## src/verilog/ltrc_params.svh

```systemverilog
// Constants for the loopback test and restart control block
// Summary of operation
// RQ1: Restart link after unframed run: 50 s startup, 4 s data, 60 s test.
// RQ2: Pattern generator stops itself after 45 s, normal path returns.
// RQ3: After pattern timeout, error indicator blinks until selector is normal.
// RQ4: Local loop request gives mode 1 when unlinked, mode 2 when linked.
// RQ5: Mode 1 loops local terminal data in loop control; line data invalid.
// RQ6: In mode 1 far unit stays in startup; release returns both to startup.
// RQ7: Mode 2 loops local data in framer, far-end data in loop control.
// RQ8: Releasing mode 2 returns to data mode with normal paths.
// RQ9: Mode 1 with pattern routes generator through loop control to detector.
// RQ10: Starting the pattern generator sets restart threshold to one minute.
// RQ11: Pattern in mode 1 is not delivered to either terminal.
// RQ12: In mode 2 the local pattern generator is unavailable.
// RQ13: Remote loop request sends loop-on; far unit answers loop acknowledge.
// RQ14: Remote loop end loops line data back and passes it to its terminal.
// RQ15: Remote loop end uses a one minute restart threshold.
// RQ16: Remote loop end ignores its own terminal transmit data.
// RQ17: Dropping remote loop sends loop-off; test indicator held until sent.
// RQ18: Switch set again during termination is ignored until returned normal.
// RQ19: Remote loop pattern test uses one minute threshold and checks errors.
// RQ20: Clear-to-send and carrier follow reception of framed packets.
// RQ21: Error indicator pulses on CRC error while no pattern runs, or on pattern bit error while it runs.
// RQ22: Unframed duration counter clears on every framed packet.
// RQ23: Timeouts count a one second tick; counters reset on mode entry (code: on a threshold change or generator start).
`ifndef LTRC_PARAMS_SVH
`define LTRC_PARAMS_SVH
`define LTRC_CLK_HZ 100000000
`define LTRC_RESTART_STARTUP_S 6'h32
`define LTRC_RESTART_DATA_S 6'h04
`define LTRC_RESTART_TEST_S 6'h3c
`define LTRC_PATTERN_S 6'h2d
`define LTRC_BLINK_MS 500
`define LTRC_FLASH_MS 50
`define LTRC_ADR_CTRL 4'h0
`define LTRC_ADR_STATUS 4'h4
`define LTRC_CTRL_LOCAL 0
`define LTRC_CTRL_REMOTE 1
`define LTRC_CTRL_PAT 3:2
`define LTRC_EOC_LOOP_ON 2'h1
`define LTRC_EOC_LOOP_ACK 2'h2
`define LTRC_EOC_LOOP_OFF 2'h3
`endif

```

## src/verilog/ltrc_pkg.sv

```systemverilog
// Types for the loopback test and restart control block
package ltrc_pkg;
  typedef enum logic [2:0] {
    MODE_NORMAL, MODE_LOCAL1, MODE_LOCAL2, MODE_RDL_ON,
    MODE_RDL_LOCAL, MODE_RDL_OFF, MODE_RDL_END
  } ltrc_mode_type;
  typedef enum logic {LINK_STARTUP, LINK_DATA} ltrc_link_type;
endpackage

```

## src/verilog/ltrc_loop_test_ctrl.sv

```systemverilog
// Test mode, loopback and restart control with Wishbone registers
`timescale 1ns/1ps
`default_nettype none
`include "ltrc_params.svh"
module ltrc_loop_test_ctrl
  import ltrc_pkg::*;
#(
  parameter int TICK_CYCLES = `LTRC_CLK_HZ,
  parameter int BLINK_CYCLES = `LTRC_CLK_HZ / 1000 * `LTRC_BLINK_MS,
  parameter int FLASH_CYCLES = `LTRC_CLK_HZ / 1000 * `LTRC_FLASH_MS
) (
  input wire logic clock,
  input wire logic srst,
  input wire logic wb_cyc_i,
  input wire logic wb_stb_i,
  input wire logic wb_we_i,
  input wire logic [3:0] wb_adr_i,
  input wire logic [3:0] wb_sel_i,
  input wire logic [31:0] wb_dat_i,
  output logic [31:0] wb_dat_o,
  output logic wb_ack_o,
  input wire logic swLocalLoop,
  input wire logic swRemoteLoop,
  input wire logic [1:0] prbsPatternSelect,
  input wire logic termLocalLoop,
  input wire logic termRemoteLoop,
  input wire logic framedPacket,
  input wire logic unframedPacket,
  input wire logic crcError,
  input wire logic patBitError,
  input wire logic eocRxValid,
  input wire logic [1:0] eocRxCode,
  input wire logic eocTxReady,
  output logic eocTxValid,
  output logic [1:0] eocTxCode,
  output logic restartPulse,
  output logic clearToSend,
  output logic carrierDetect,
  output logic noLinkIndicator,
  output logic errorIndicator,
  output logic testModeIndicator,
  output logic patGenEnable,
  output logic patErrInject,
  output logic loopTermAtCtl,
  output logic loopTermAtFramer,
  output logic loopLineAtCtl,
  output logic patToDetector,
  output logic termRxValid,
  output logic termTxIgnore
);

  ltrc_mode_type mode_reg;
  ltrc_link_type link_reg;
  logic [3:0] ctrl_reg;
  logic [5:0] pinSync1_reg;
  logic [5:0] pinSync2_reg;
  logic [5:0] pinSync3_reg;
  logic [5:0] pin_reg;
  logic [31:0] tickCnt_reg;
  logic tick_reg;
  logic [5:0] unframedSecs_reg;
  logic [5:0] threshold_reg;
  logic [5:0] threshold_next;
  logic [5:0] patSecs_reg;
  logic patActive_reg;
  logic patTimeout_reg;
  logic swIgnore_reg;
  logic [31:0] blinkCnt_reg;
  logic blink_reg;
  logic [31:0] flashCnt_reg;
  logic localReq;
  logic remoteReq;
  logic patReq;
  logic linked;
  logic restartNow;
  logic rxLoopOn;
  logic rxLoopAck;
  logic rxLoopOff;
  logic txDone;
  logic sendOn;
  logic sendOff;
  logic sendAck;
  logic wbReq;

  // Restart threshold in seconds for the current mode
  function automatic logic [5:0] restartLimit(
    input ltrc_link_type link,
    input ltrc_mode_type mode,
    input logic patOn
  );
    if (patOn || mode == MODE_RDL_END) begin
      restartLimit = `LTRC_RESTART_TEST_S; // RQ10 RQ15 RQ19
    end else if (link == LINK_DATA) begin
      restartLimit = `LTRC_RESTART_DATA_S; // RQ1
    end else begin
      restartLimit = `LTRC_RESTART_STARTUP_S; // RQ1
    end
  endfunction

  // Switches and terminal requests: three-stage synchroniser
  always_ff @(posedge clock) begin
    if (srst) begin
      pinSync1_reg <= 6'h00;
      pinSync2_reg <= 6'h00;
      pinSync3_reg <= 6'h00;
      pin_reg <= 6'h00;
    end else begin
      pinSync1_reg <= {prbsPatternSelect, termRemoteLoop, termLocalLoop,
                       swRemoteLoop, swLocalLoop};
      pinSync2_reg <= pinSync1_reg;
      pinSync3_reg <= pinSync2_reg;
      for (int i = 0; i < 6; i++) begin
        if (pinSync2_reg[i] == pinSync3_reg[i]) begin
          pin_reg[i] <= pinSync3_reg[i];
        end
      end
    end
  end

  assign linked = (link_reg == LINK_DATA);
  assign patReq = (pin_reg[5:4] != 2'h0) || (ctrl_reg[`LTRC_CTRL_PAT] != 2'h0);
  assign localReq = pin_reg[0] | pin_reg[2] | ctrl_reg[`LTRC_CTRL_LOCAL];
  assign remoteReq = (pin_reg[1] & ~swIgnore_reg) | pin_reg[3] |
                     ctrl_reg[`LTRC_CTRL_REMOTE];
  assign rxLoopOn = eocRxValid && eocRxCode == `LTRC_EOC_LOOP_ON;
  assign rxLoopAck = eocRxValid && eocRxCode == `LTRC_EOC_LOOP_ACK;
  assign rxLoopOff = eocRxValid && eocRxCode == `LTRC_EOC_LOOP_OFF;
  assign txDone = eocTxValid & eocTxReady;
  assign threshold_next = restartLimit(link_reg, mode_reg, patActive_reg);
  assign restartNow = tick_reg && !framedPacket &&
                      (unframedSecs_reg >= threshold_reg); // RQ22
  assign sendAck = (mode_reg == MODE_NORMAL) && rxLoopOn; // RQ13
  assign sendOn = (mode_reg == MODE_NORMAL) && !rxLoopOn && !localReq &&
                  remoteReq && linked; // RQ13
  assign sendOff = (mode_reg == MODE_RDL_ON || mode_reg == MODE_RDL_LOCAL)
                   && !remoteReq && !restartNow; // RQ17

  // One second tick for every timeout
  always_ff @(posedge clock) begin
    if (srst) begin
      tickCnt_reg <= 32'h0000_0000;
      tick_reg <= 1'b0;
    end else if (tickCnt_reg >= 32'(TICK_CYCLES - 1)) begin
      tickCnt_reg <= 32'h0000_0000;
      tick_reg <= 1'b1; // RQ23
    end else begin
      tickCnt_reg <= tickCnt_reg + 32'h0000_0001;
      tick_reg <= 1'b0;
    end
  end

  // Unframed run length; a change of threshold restarts the count
  always_ff @(posedge clock) begin
    if (srst) begin
      unframedSecs_reg <= 6'h00;
      threshold_reg <= `LTRC_RESTART_STARTUP_S;
      restartPulse <= 1'b0;
    end else begin
      threshold_reg <= threshold_next;
      restartPulse <= restartNow; // RQ1
      if (framedPacket || restartNow) begin
        unframedSecs_reg <= 6'h00; // RQ22
      end else if (threshold_next != threshold_reg) begin
        unframedSecs_reg <= 6'h00; // RQ23
      end else if (tick_reg) begin
        unframedSecs_reg <= unframedSecs_reg + 6'h01;
      end
    end
  end

  // Line state: startup until framed packets arrive
  always_ff @(posedge clock) begin
    if (srst) begin
      link_reg <= LINK_STARTUP;
    end else if (restartNow) begin
      link_reg <= LINK_STARTUP; // RQ1
    end else if (mode_reg == MODE_LOCAL1) begin
      link_reg <= LINK_STARTUP; // RQ6
    end else if (mode_reg == MODE_LOCAL2 && !localReq) begin
      link_reg <= LINK_DATA; // RQ8
    end else if (framedPacket) begin
      link_reg <= LINK_DATA;
    end
  end

  // Test mode sequencing
  always_ff @(posedge clock) begin
    if (srst) begin
      mode_reg <= MODE_NORMAL;
    end else begin
      case (mode_reg)
        MODE_NORMAL: begin
          if (rxLoopOn) begin
            mode_reg <= MODE_RDL_END; // RQ13
          end else if (localReq) begin
            mode_reg <= linked ? MODE_LOCAL2 : MODE_LOCAL1; // RQ4
          end else if (sendOn) begin
            mode_reg <= MODE_RDL_ON;
          end
        end
        MODE_LOCAL1: begin
          if (!localReq) begin
            mode_reg <= MODE_NORMAL; // RQ6
          end
        end
        MODE_LOCAL2: begin
          if (!localReq) begin
            mode_reg <= MODE_NORMAL; // RQ8
          end
        end
        MODE_RDL_ON: begin
          if (restartNow) begin
            mode_reg <= MODE_NORMAL;
          end else if (sendOff) begin
            mode_reg <= MODE_RDL_OFF;
          end else if (rxLoopAck) begin
            mode_reg <= MODE_RDL_LOCAL; // RQ13
          end
        end
        MODE_RDL_LOCAL: begin
          if (restartNow) begin
            mode_reg <= MODE_NORMAL; // RQ15
          end else if (sendOff) begin
            mode_reg <= MODE_RDL_OFF; // RQ17
          end
        end
        MODE_RDL_OFF: begin
          if (txDone && eocTxCode == `LTRC_EOC_LOOP_OFF) begin
            mode_reg <= MODE_NORMAL; // RQ17
          end
        end
        MODE_RDL_END: begin
          if (rxLoopOff || restartNow) begin
            mode_reg <= MODE_NORMAL;
          end
        end
        default: begin
          mode_reg <= MODE_NORMAL;
        end
      endcase
    end
  end

  // Out-of-band transmit: a message stands until the framer takes it
  always_ff @(posedge clock) begin
    if (srst) begin
      eocTxValid <= 1'b0;
      eocTxCode <= 2'h0;
    end else if (sendAck) begin
      eocTxValid <= 1'b1;
      eocTxCode <= `LTRC_EOC_LOOP_ACK; // RQ13
    end else if (sendOn) begin
      eocTxValid <= 1'b1;
      eocTxCode <= `LTRC_EOC_LOOP_ON; // RQ13
    end else if (sendOff) begin
      eocTxValid <= 1'b1;
      eocTxCode <= `LTRC_EOC_LOOP_OFF; // RQ17
    end else if (txDone) begin
      eocTxValid <= 1'b0;
    end
  end

  // Remote switch rearmed only after it returns to normal
  always_ff @(posedge clock) begin
    if (srst) begin
      swIgnore_reg <= 1'b0;
    end else if (mode_reg == MODE_RDL_OFF && pin_reg[1]) begin
      swIgnore_reg <= 1'b1; // RQ18
    end else if (!pin_reg[1]) begin
      swIgnore_reg <= 1'b0; // RQ18
    end
  end

  // Pattern generator with its own 45 second limit
  always_ff @(posedge clock) begin
    if (srst) begin
      patActive_reg <= 1'b0;
      patTimeout_reg <= 1'b0;
      patSecs_reg <= 6'h00;
    end else if (!patReq) begin
      patActive_reg <= 1'b0;
      patTimeout_reg <= 1'b0; // RQ3
      patSecs_reg <= 6'h00;
    end else if (mode_reg == MODE_LOCAL2 || mode_reg == MODE_RDL_END) begin
      patActive_reg <= 1'b0; // RQ12
      patSecs_reg <= 6'h00;
    end else if (!patActive_reg && !patTimeout_reg) begin
      patActive_reg <= 1'b1; // RQ10
      patSecs_reg <= 6'h00; // RQ23
    end else if (patActive_reg && tick_reg) begin
      if (patSecs_reg >= `LTRC_PATTERN_S - 6'h01) begin
        patActive_reg <= 1'b0; // RQ2
        patTimeout_reg <= 1'b1; // RQ3
      end else begin
        patSecs_reg <= patSecs_reg + 6'h01;
      end
    end
  end

  // Blink phase for the timed-out pattern indication
  always_ff @(posedge clock) begin
    if (srst || !patTimeout_reg) begin
      blinkCnt_reg <= 32'h0000_0000;
      blink_reg <= 1'b0;
    end else if (blinkCnt_reg >= 32'(BLINK_CYCLES - 1)) begin
      blinkCnt_reg <= 32'h0000_0000;
      blink_reg <= ~blink_reg; // RQ3
    end else begin
      blinkCnt_reg <= blinkCnt_reg + 32'h0000_0001;
    end
  end

  // Error flash: stretched so a single error is visible
  always_ff @(posedge clock) begin
    if (srst) begin
      flashCnt_reg <= 32'h0000_0000;
    end else if ((crcError && !patActive_reg) ||
                 (patBitError && patActive_reg)) begin
      flashCnt_reg <= 32'(FLASH_CYCLES); // RQ21
    end else if (flashCnt_reg != 32'h0000_0000) begin
      flashCnt_reg <= flashCnt_reg - 32'h0000_0001;
    end
  end

  // Indicators and status pins
  always_ff @(posedge clock) begin
    if (srst) begin
      errorIndicator <= 1'b0;
      noLinkIndicator <= 1'b1;
      testModeIndicator <= 1'b0;
      clearToSend <= 1'b0;
      carrierDetect <= 1'b0;
    end else begin
      errorIndicator <= patTimeout_reg ? blink_reg
                        : (flashCnt_reg != 32'h0000_0000); // RQ3 RQ21
      noLinkIndicator <= !linked;
      testModeIndicator <= (mode_reg != MODE_NORMAL) || patActive_reg; // RQ17
      if (framedPacket) begin
        clearToSend <= 1'b1; // RQ20
        carrierDetect <= 1'b1;
      end else if (unframedPacket || restartNow) begin
        clearToSend <= 1'b0; // RQ20
        carrierDetect <= 1'b0;
      end
    end
  end

  // Data path steering toward framer and loop control
  always_ff @(posedge clock) begin
    if (srst) begin
      patGenEnable <= 1'b0;
      patErrInject <= 1'b0;
      loopTermAtCtl <= 1'b0;
      loopTermAtFramer <= 1'b0;
      loopLineAtCtl <= 1'b0;
      patToDetector <= 1'b0;
      termRxValid <= 1'b1;
      termTxIgnore <= 1'b0;
    end else begin
      patGenEnable <= patActive_reg; // RQ12 RQ19
      patErrInject <= patActive_reg && pin_reg[5];
      loopTermAtCtl <= mode_reg == MODE_LOCAL1 && !patActive_reg; // RQ5
      loopTermAtFramer <= mode_reg == MODE_LOCAL2; // RQ7
      loopLineAtCtl <= mode_reg == MODE_LOCAL2 ||
                       mode_reg == MODE_RDL_END; // RQ7 RQ14
      patToDetector <= mode_reg == MODE_LOCAL1 && patActive_reg; // RQ9
      termRxValid <= !(mode_reg == MODE_LOCAL1 && patActive_reg); // RQ11
      termTxIgnore <= mode_reg == MODE_RDL_END; // RQ16
    end
  end

  // Wishbone slave: one wait state, ack for one cycle
  assign wbReq = wb_cyc_i & wb_stb_i & ~wb_ack_o;
  always_ff @(posedge clock) begin
    if (srst) begin
      wb_ack_o <= 1'b0;
      wb_dat_o <= 32'h0000_0000;
      ctrl_reg <= 4'h0;
    end else begin
      wb_ack_o <= wbReq;
      wb_dat_o <= 32'h0000_0000;
      if (wbReq && !wb_we_i) begin
        if (wb_adr_i == `LTRC_ADR_CTRL) begin
          wb_dat_o <= {28'h000_0000, ctrl_reg};
        end else if (wb_adr_i == `LTRC_ADR_STATUS) begin
          wb_dat_o <= {24'h00_0000, patTimeout_reg, patActive_reg,
                       swIgnore_reg, link_reg, 1'b0, mode_reg};
        end
      end
      if (wbReq && wb_we_i && wb_sel_i[0] &&
          wb_adr_i == `LTRC_ADR_CTRL) begin
        ctrl_reg <= wb_dat_i[3:0];
      end
    end
  end

endmodule
`default_nettype wire

```

## config.mk

```make
export PLATFORM = sky130hd
export DESIGN_NAME = ltrc_loop_test_ctrl
export DESIGN_NICKNAME = d
export VERILOG_FILES = /design/src/verilog/ltrc_pkg.sv /design/src/verilog/ltrc_loop_test_ctrl.sv
export VERILOG_INCLUDE_DIRS = /design/src /design/src/verilog
export SDC_FILE = /design/constraint.sdc
export NUM_CORES = 1
export LEC_CHECK = 0
export ABC_AREA = 1
export BUFFER_PORTS_ARGS = -buffer_cell sky130_fd_sc_hd__buf_2
export CAP_MARGIN = 20
export CORE_AREA = 2 2 123 154
export CTS_BUF_LIST = sky130_fd_sc_hd__clkbuf_2 sky130_fd_sc_hd__clkbuf_4 sky130_fd_sc_hd__clkbuf_8
export DETAILED_ROUTE_END_ITERATION = 10
export DIE_AREA = 0 0 125 156
export PLACE_DENSITY = 0.68
export SLEW_MARGIN = 15
export SYNTH_ARGS = -nofsm -noshare
export SYNTH_HDL_FRONTEND = slang
export SYNTH_SLANG_ARGS = --single-unit
```

## constraint.sdc

```tcl
create_clock -name clock -period 2.45 [get_ports clock]
set_clock_uncertainty 0.2 [all_clocks]
set_input_delay 0.49 -clock clock [delete_from_list [all_inputs] [get_ports clock]]
set_output_delay 0.49 -clock clock [all_outputs]
set_load 0.01 [all_outputs]
```

# After elaboration in Yosys (flattened, before gate mapping)
# Index checks and enable logic that the tools add are counted.
[word_totals]
mem_bits_ro = 0
inputBits = 59
memories = 0
ram_bits = 0
register_bits = 200
latchBits = 0
[op_classes]
eq_ne = 25
order_cmp = 4
n_mul = 0
n_bitwise = 17
n_mux = 37
div = 0
n_shift = 0
n_addsub = 5
n_reduce_logical = 77
[op_table]
columns = ["operator", "count"]
rows = [
  ["32-bit by 1-bit adder with 32-bit output, second input constant", 2],
  ["23-bit two-way mux", 2],
  ["3-bit two-way mux", 12],
  ["32-bit by 26-bit greater-or-equal comparator with 1-bit output, second input constant", 1],
  ["32-bit by 27-bit greater-or-equal comparator with 1-bit output, second input constant", 1],
  ["32-bit nonzero test", 1],
  ["32-bit by 1-bit subtractor with 32-bit output, second input constant", 1],
  ["1-bit logical AND", 26],
  ["3-bit one-hot mux with 6 select lines", 1],
  ["2-bit nonzero test", 8],
  ["1-bit two-way mux", 15],
  ["2-bit OR reduction", 7],
  ["6-bit by 1-bit adder with 6-bit output, second input constant", 2],
  ["6-bit two-way mux", 2],
  ["3-bit OR reduction", 4],
  ["1-bit logical NOT", 10],
  ["1-bit logical OR", 10],
  ["3-bit equality test, second input constant", 3],
  ["1-bit NOT", 9],
  ["2-bit two-way mux", 4],
  ["4-bit != test, second input constant", 2],
  ["4-bit OR reduction", 2],
  ["1-bit equality test", 6],
  ["2-bit equality test, second input constant", 3],
  ["other kinds (20)", 31],
]

# Longest topological paths before layout
[depth]
ltp_word = 11
depth_mapped = 13
depth_no_buf = 13

# Worst setup path after synthesis
# Ideal clock, no wire load.
[synth_path]
path_type = "reg-to-reg"
startpoint = "reg flashCnt_reg[0]"
endpoint = "reg flashCnt_reg[20]"
required_time_ns = 2.122
t_arrival_ns = 1.549
setup_slack_ns = 0.573
period_less_slack_ns = 1.877
stages_incl_launch_ff = 11
setup_ns = 0.128
cell_sequence = "dfxtp_1 inv_1 ha_1 nand2_2 nor2_2 nand2_2 nor3_4 inv_4 buf_6 nand2_1 nor2_1"
[synth_via]
elab_chain_cells = 1
[synth_rtl]
columns = ["item", "line", "text"]
rows = [
  ["from (decl)", "ltrc_loop_test_ctrl.sv:70", "logic [31:0] flashCnt_reg;"],
  ["from (signal assigned)", "ltrc_loop_test_ctrl.sv:319", "flashCnt_reg <= 32'(FLASH_CYCLES);"],
  ["from (signal assigned)", "ltrc_loop_test_ctrl.sv:321", "flashCnt_reg <= flashCnt_reg - 32'h0000_0001;"],
  ["32-bit by 1-bit subtractor with 32-bit output / 32-bit nonzero test (equally long branches)", "ltrc_loop_test_ctrl.sv:321, ltrc_loop_test_ctrl.sv:320", ""],
]
# Parallel ways exist; a longest one is shown, timed or not.
# A chain may end at the register's enable or synchronous reset.

# Worst setup path in the final report
[layout_path]
startpoint = "reg flashCnt_reg[0]"
endpoint = "reg flashCnt_reg[1]"
# The elaborated chain is that of the path after synthesis.

==> flow_metrics.py <==
metrics = {
    "synthesis": {
        "async_reset_ff_share_pct": 0,
        "synth_edf_count": 0,
        "postSynthAreaPerCell_um2": 7.19,
        "ys_seq_area_share_pct": 43.6,
        "synth-seq-cells": 174,
        "ys_warn_count": 0,
        "netlist_area_um2": 7990,
        "synth_cell_types": 36,
        "synth-main-ff-cell": "dfxtp_1",
        "synth_cells": 1112,
    },
    "clocking": {
        "cts.htree.levels": 4,
        "insertion_delay_ns": 0.46,
        "ctsHoldBuffers": 0,
        "cts.sinks": 174,
        "clockRootBuffer": "clkbuf_8",
        "post_cts_buffers": 0,
        "clk_pin_slew_ns": 0.09,
        "tritoncts": "yes",
        "numCtsBuffers": 17,
        "cts_resized": 0,
        "clockBufferDepth": 2,
    },
    "final_layout": {
        "final_common_cell": "nor2_1",
        "syn_to_final_growth_pct": 10.8,
        "mostFrequentLayoutCells": "nor2_1, nand2_1, dfxtp_1, inv_1, nand3_1",
        "layout.area.seq_um2": 3480,
        "fin_nets": 1252,
        "final_core_utilization_pct": 49.1,
        "nFillCells": 1796,
        "multiInputGateArea_um2": 3750,
        "final_area_um2": 8860,
        "drive_above_1_share_pct": 9.71,
    },
    "timing": {
        "setup_violations": 0,
        "setup_ws_ns": 0.325,
        "rsz0062_at_grt": "no",
        "final_max_slew_viol_count": 0,
        "setup_tns_ns": 0,
        "period_needed_ns": 2.12,
        "timing.slew.headroom_pct": 62.8,
        "fmax_mhz": 471,
        "worstMarginPinSlew_ns": 0.557,
        "min_period_over_period_pct": 86.7,
        "hold_viol": 0,
    },
    "power_and_ir_drop": {
        "max-vdd-ir-drop_mv": 0.344,
        "power.density_nw_per_um2": 670,
        "power_uw": 5940,
        "leakagePower_uw": 0.00375,
    },
    "global_routing": {
        "grt_pass1_wl_um": 28100,
        "grt_pass1_vias": 6424,
        "grt-ovfl-total": 0,
        "grt_max_degree": 45,
        "grtUsageTotal_pct": 17.5,
        "antenna_found_initial": 1,
    },
    "worst_setup_path": {
        "crit_type": "flip-flop to flip-flop",
        "crit_path_max_incr_delay_ns": 0.32,
        "worstPathRequired_ns": 2.59,
        "end_kind": "flip-flop",
        "cp_cell_sequence": "inv_1 -> ha_1 -> nand2_2 -> nor2_2 -> nand2_2 -> nor3_4 -> buf_4 -> nor2_1 -> a21oi_1 -> nor2_1",
        "critPathMaxFanout": 8,
        "cp_slowest_cell": "dfxtp_1",
        "cp_num_buf_inv": 2,
        "crit_family": "simple AND/OR/NAND/NOR gates",
        "worst_ep_arrival_time_ns": 2.27,
        "worstSetupStartpointType": "flip-flop",
    },
    "placement": {
        "pre_cts_ws_ns": 0.315,
        "dpl.hpwl_um": 12400,
        "postPlaceCellArea_um2": 8450,
        "io_buffers": 53,
        "gp_congestion": 0.931,
    },
    "route": {
        "wirelength_um": 16500,
        "drc": 0,
        "drtIter0Drc": 357,
        "drtAntennaViolNets": 0,
        "dr.pass1.iters": 5,
        "wl_per_cell_um": 11.6,
        "via_per_inst": 4.74,
        "route.vias.total": 6744,
    },
    "floorplanning": {
        "rows": 55,
        "ios": 109,
        "die-area_um2": 19500,
        "die_w_um": 125,
        "coreArea_um2": 18000,
        "start_util_pct": 44.3,
        "chipHeight_um": 156,
    },
    "run_status": {
        "outcome": "complete, no violations",
    },
    "hold_path": {
        "hold_path_class": "primary input to flip-flop",
    },
    "flow_run": {
        "cap_viol_max_count": 0,
    },
}
## logic make-up after synthesis
family / Yosys count / share of synthesized area (%)
AOI/OAI and AO/OA: 86 / 6.00
xor gates and xnor gates: 65 / 7.12
adders and majority gates: 11 / 1.72
buffers and inverters: 205 / 11.1
DFF: 174 / 43.6
other: 1 / 0.0469
and+or+nand+nor: 570 / 30.5
## stage by stage
step	hold WS, ns	std cells
final	0.0271	1424
after CTS	0.00142	1423
after global placement	0.191	1391
after global routing	0.00933	1424
after floorplan	0.188	1146
after detailed placement	0.192	1391
## final timing paths
check	cells past startpoint	from	slack, ns	end
worst max-delay path	10	flashCnt_reg[0]	0.33	flashCnt_reg[1]
worst min-delay path	3	swRemoteLoop	0.03	pinSync1_reg[1]
worst max register to register	10	flashCnt_reg[0]	0.33	flashCnt_reg[1]
worst min register to register	2	pinSync1_reg[1]	0.20	pinSync2_reg[1]
## synth_stat cells, types with 5 or more instances
cell type | n | area share, %
nand4_1 | 23 | 1.8
nor3_1 | 42 | 2.6
o21ai_0 | 25 | 1.6
xor2_1 | 38 | 4.2
nand2_1 | 200 | 9.4
dfxtp_1 | 174 | 44
nor2_2 | 8 | 0.63
a21oi_1 | 40 | 2.5
ha_1 | 11 | 1.7
buf_2 | 5 | 0.31
inv_1 | 160 | 7.5
xnor2_1 | 27 | 3.0
clkbuf_1 | 9 | 0.42
nand3_1 | 61 | 3.8
nor2_1 | 216 | 10
a211oi_1 | 10 | 0.94
buf_4 | 26 | 2.4
## power by group
| group | leakage (uW) | switching, uW | internal [uW] |
|---|---|---|---|
| Sequential | 0.00142 | 108 | 2960 |
| Combinational | 0.00213 | 563 | 294 |
| Clock | 0.000203 | 1070 | 941 |
## routing by layer
| layer | track usage (%) | share of wire, % |
|---|---|---|
| met4 | 9.10 | 3.6 |
| met5 | 0 | 0 |
| met2 | 30.9 | 49 |
| met3 | 2.91 | 3.3 |
| met1 | 20.3 | 44 |
## area by class of cell
type,instances,area share [%]
diodes,1,0.0283
clock buffers,21,3.26
clock inverters,11,1.36
inverters,163,6.94
multi-input cells,767,42.4
flip-flops and latches,174,39.3
well taps,228,3.22
repair buffers,59,3.50
## tightest hold or removal path, cell delays in order
cell and delay, ns:
buf_2 0.09, inv_1 0.04, nor2_1 0.03
Power figures use the tool's default switching activity.
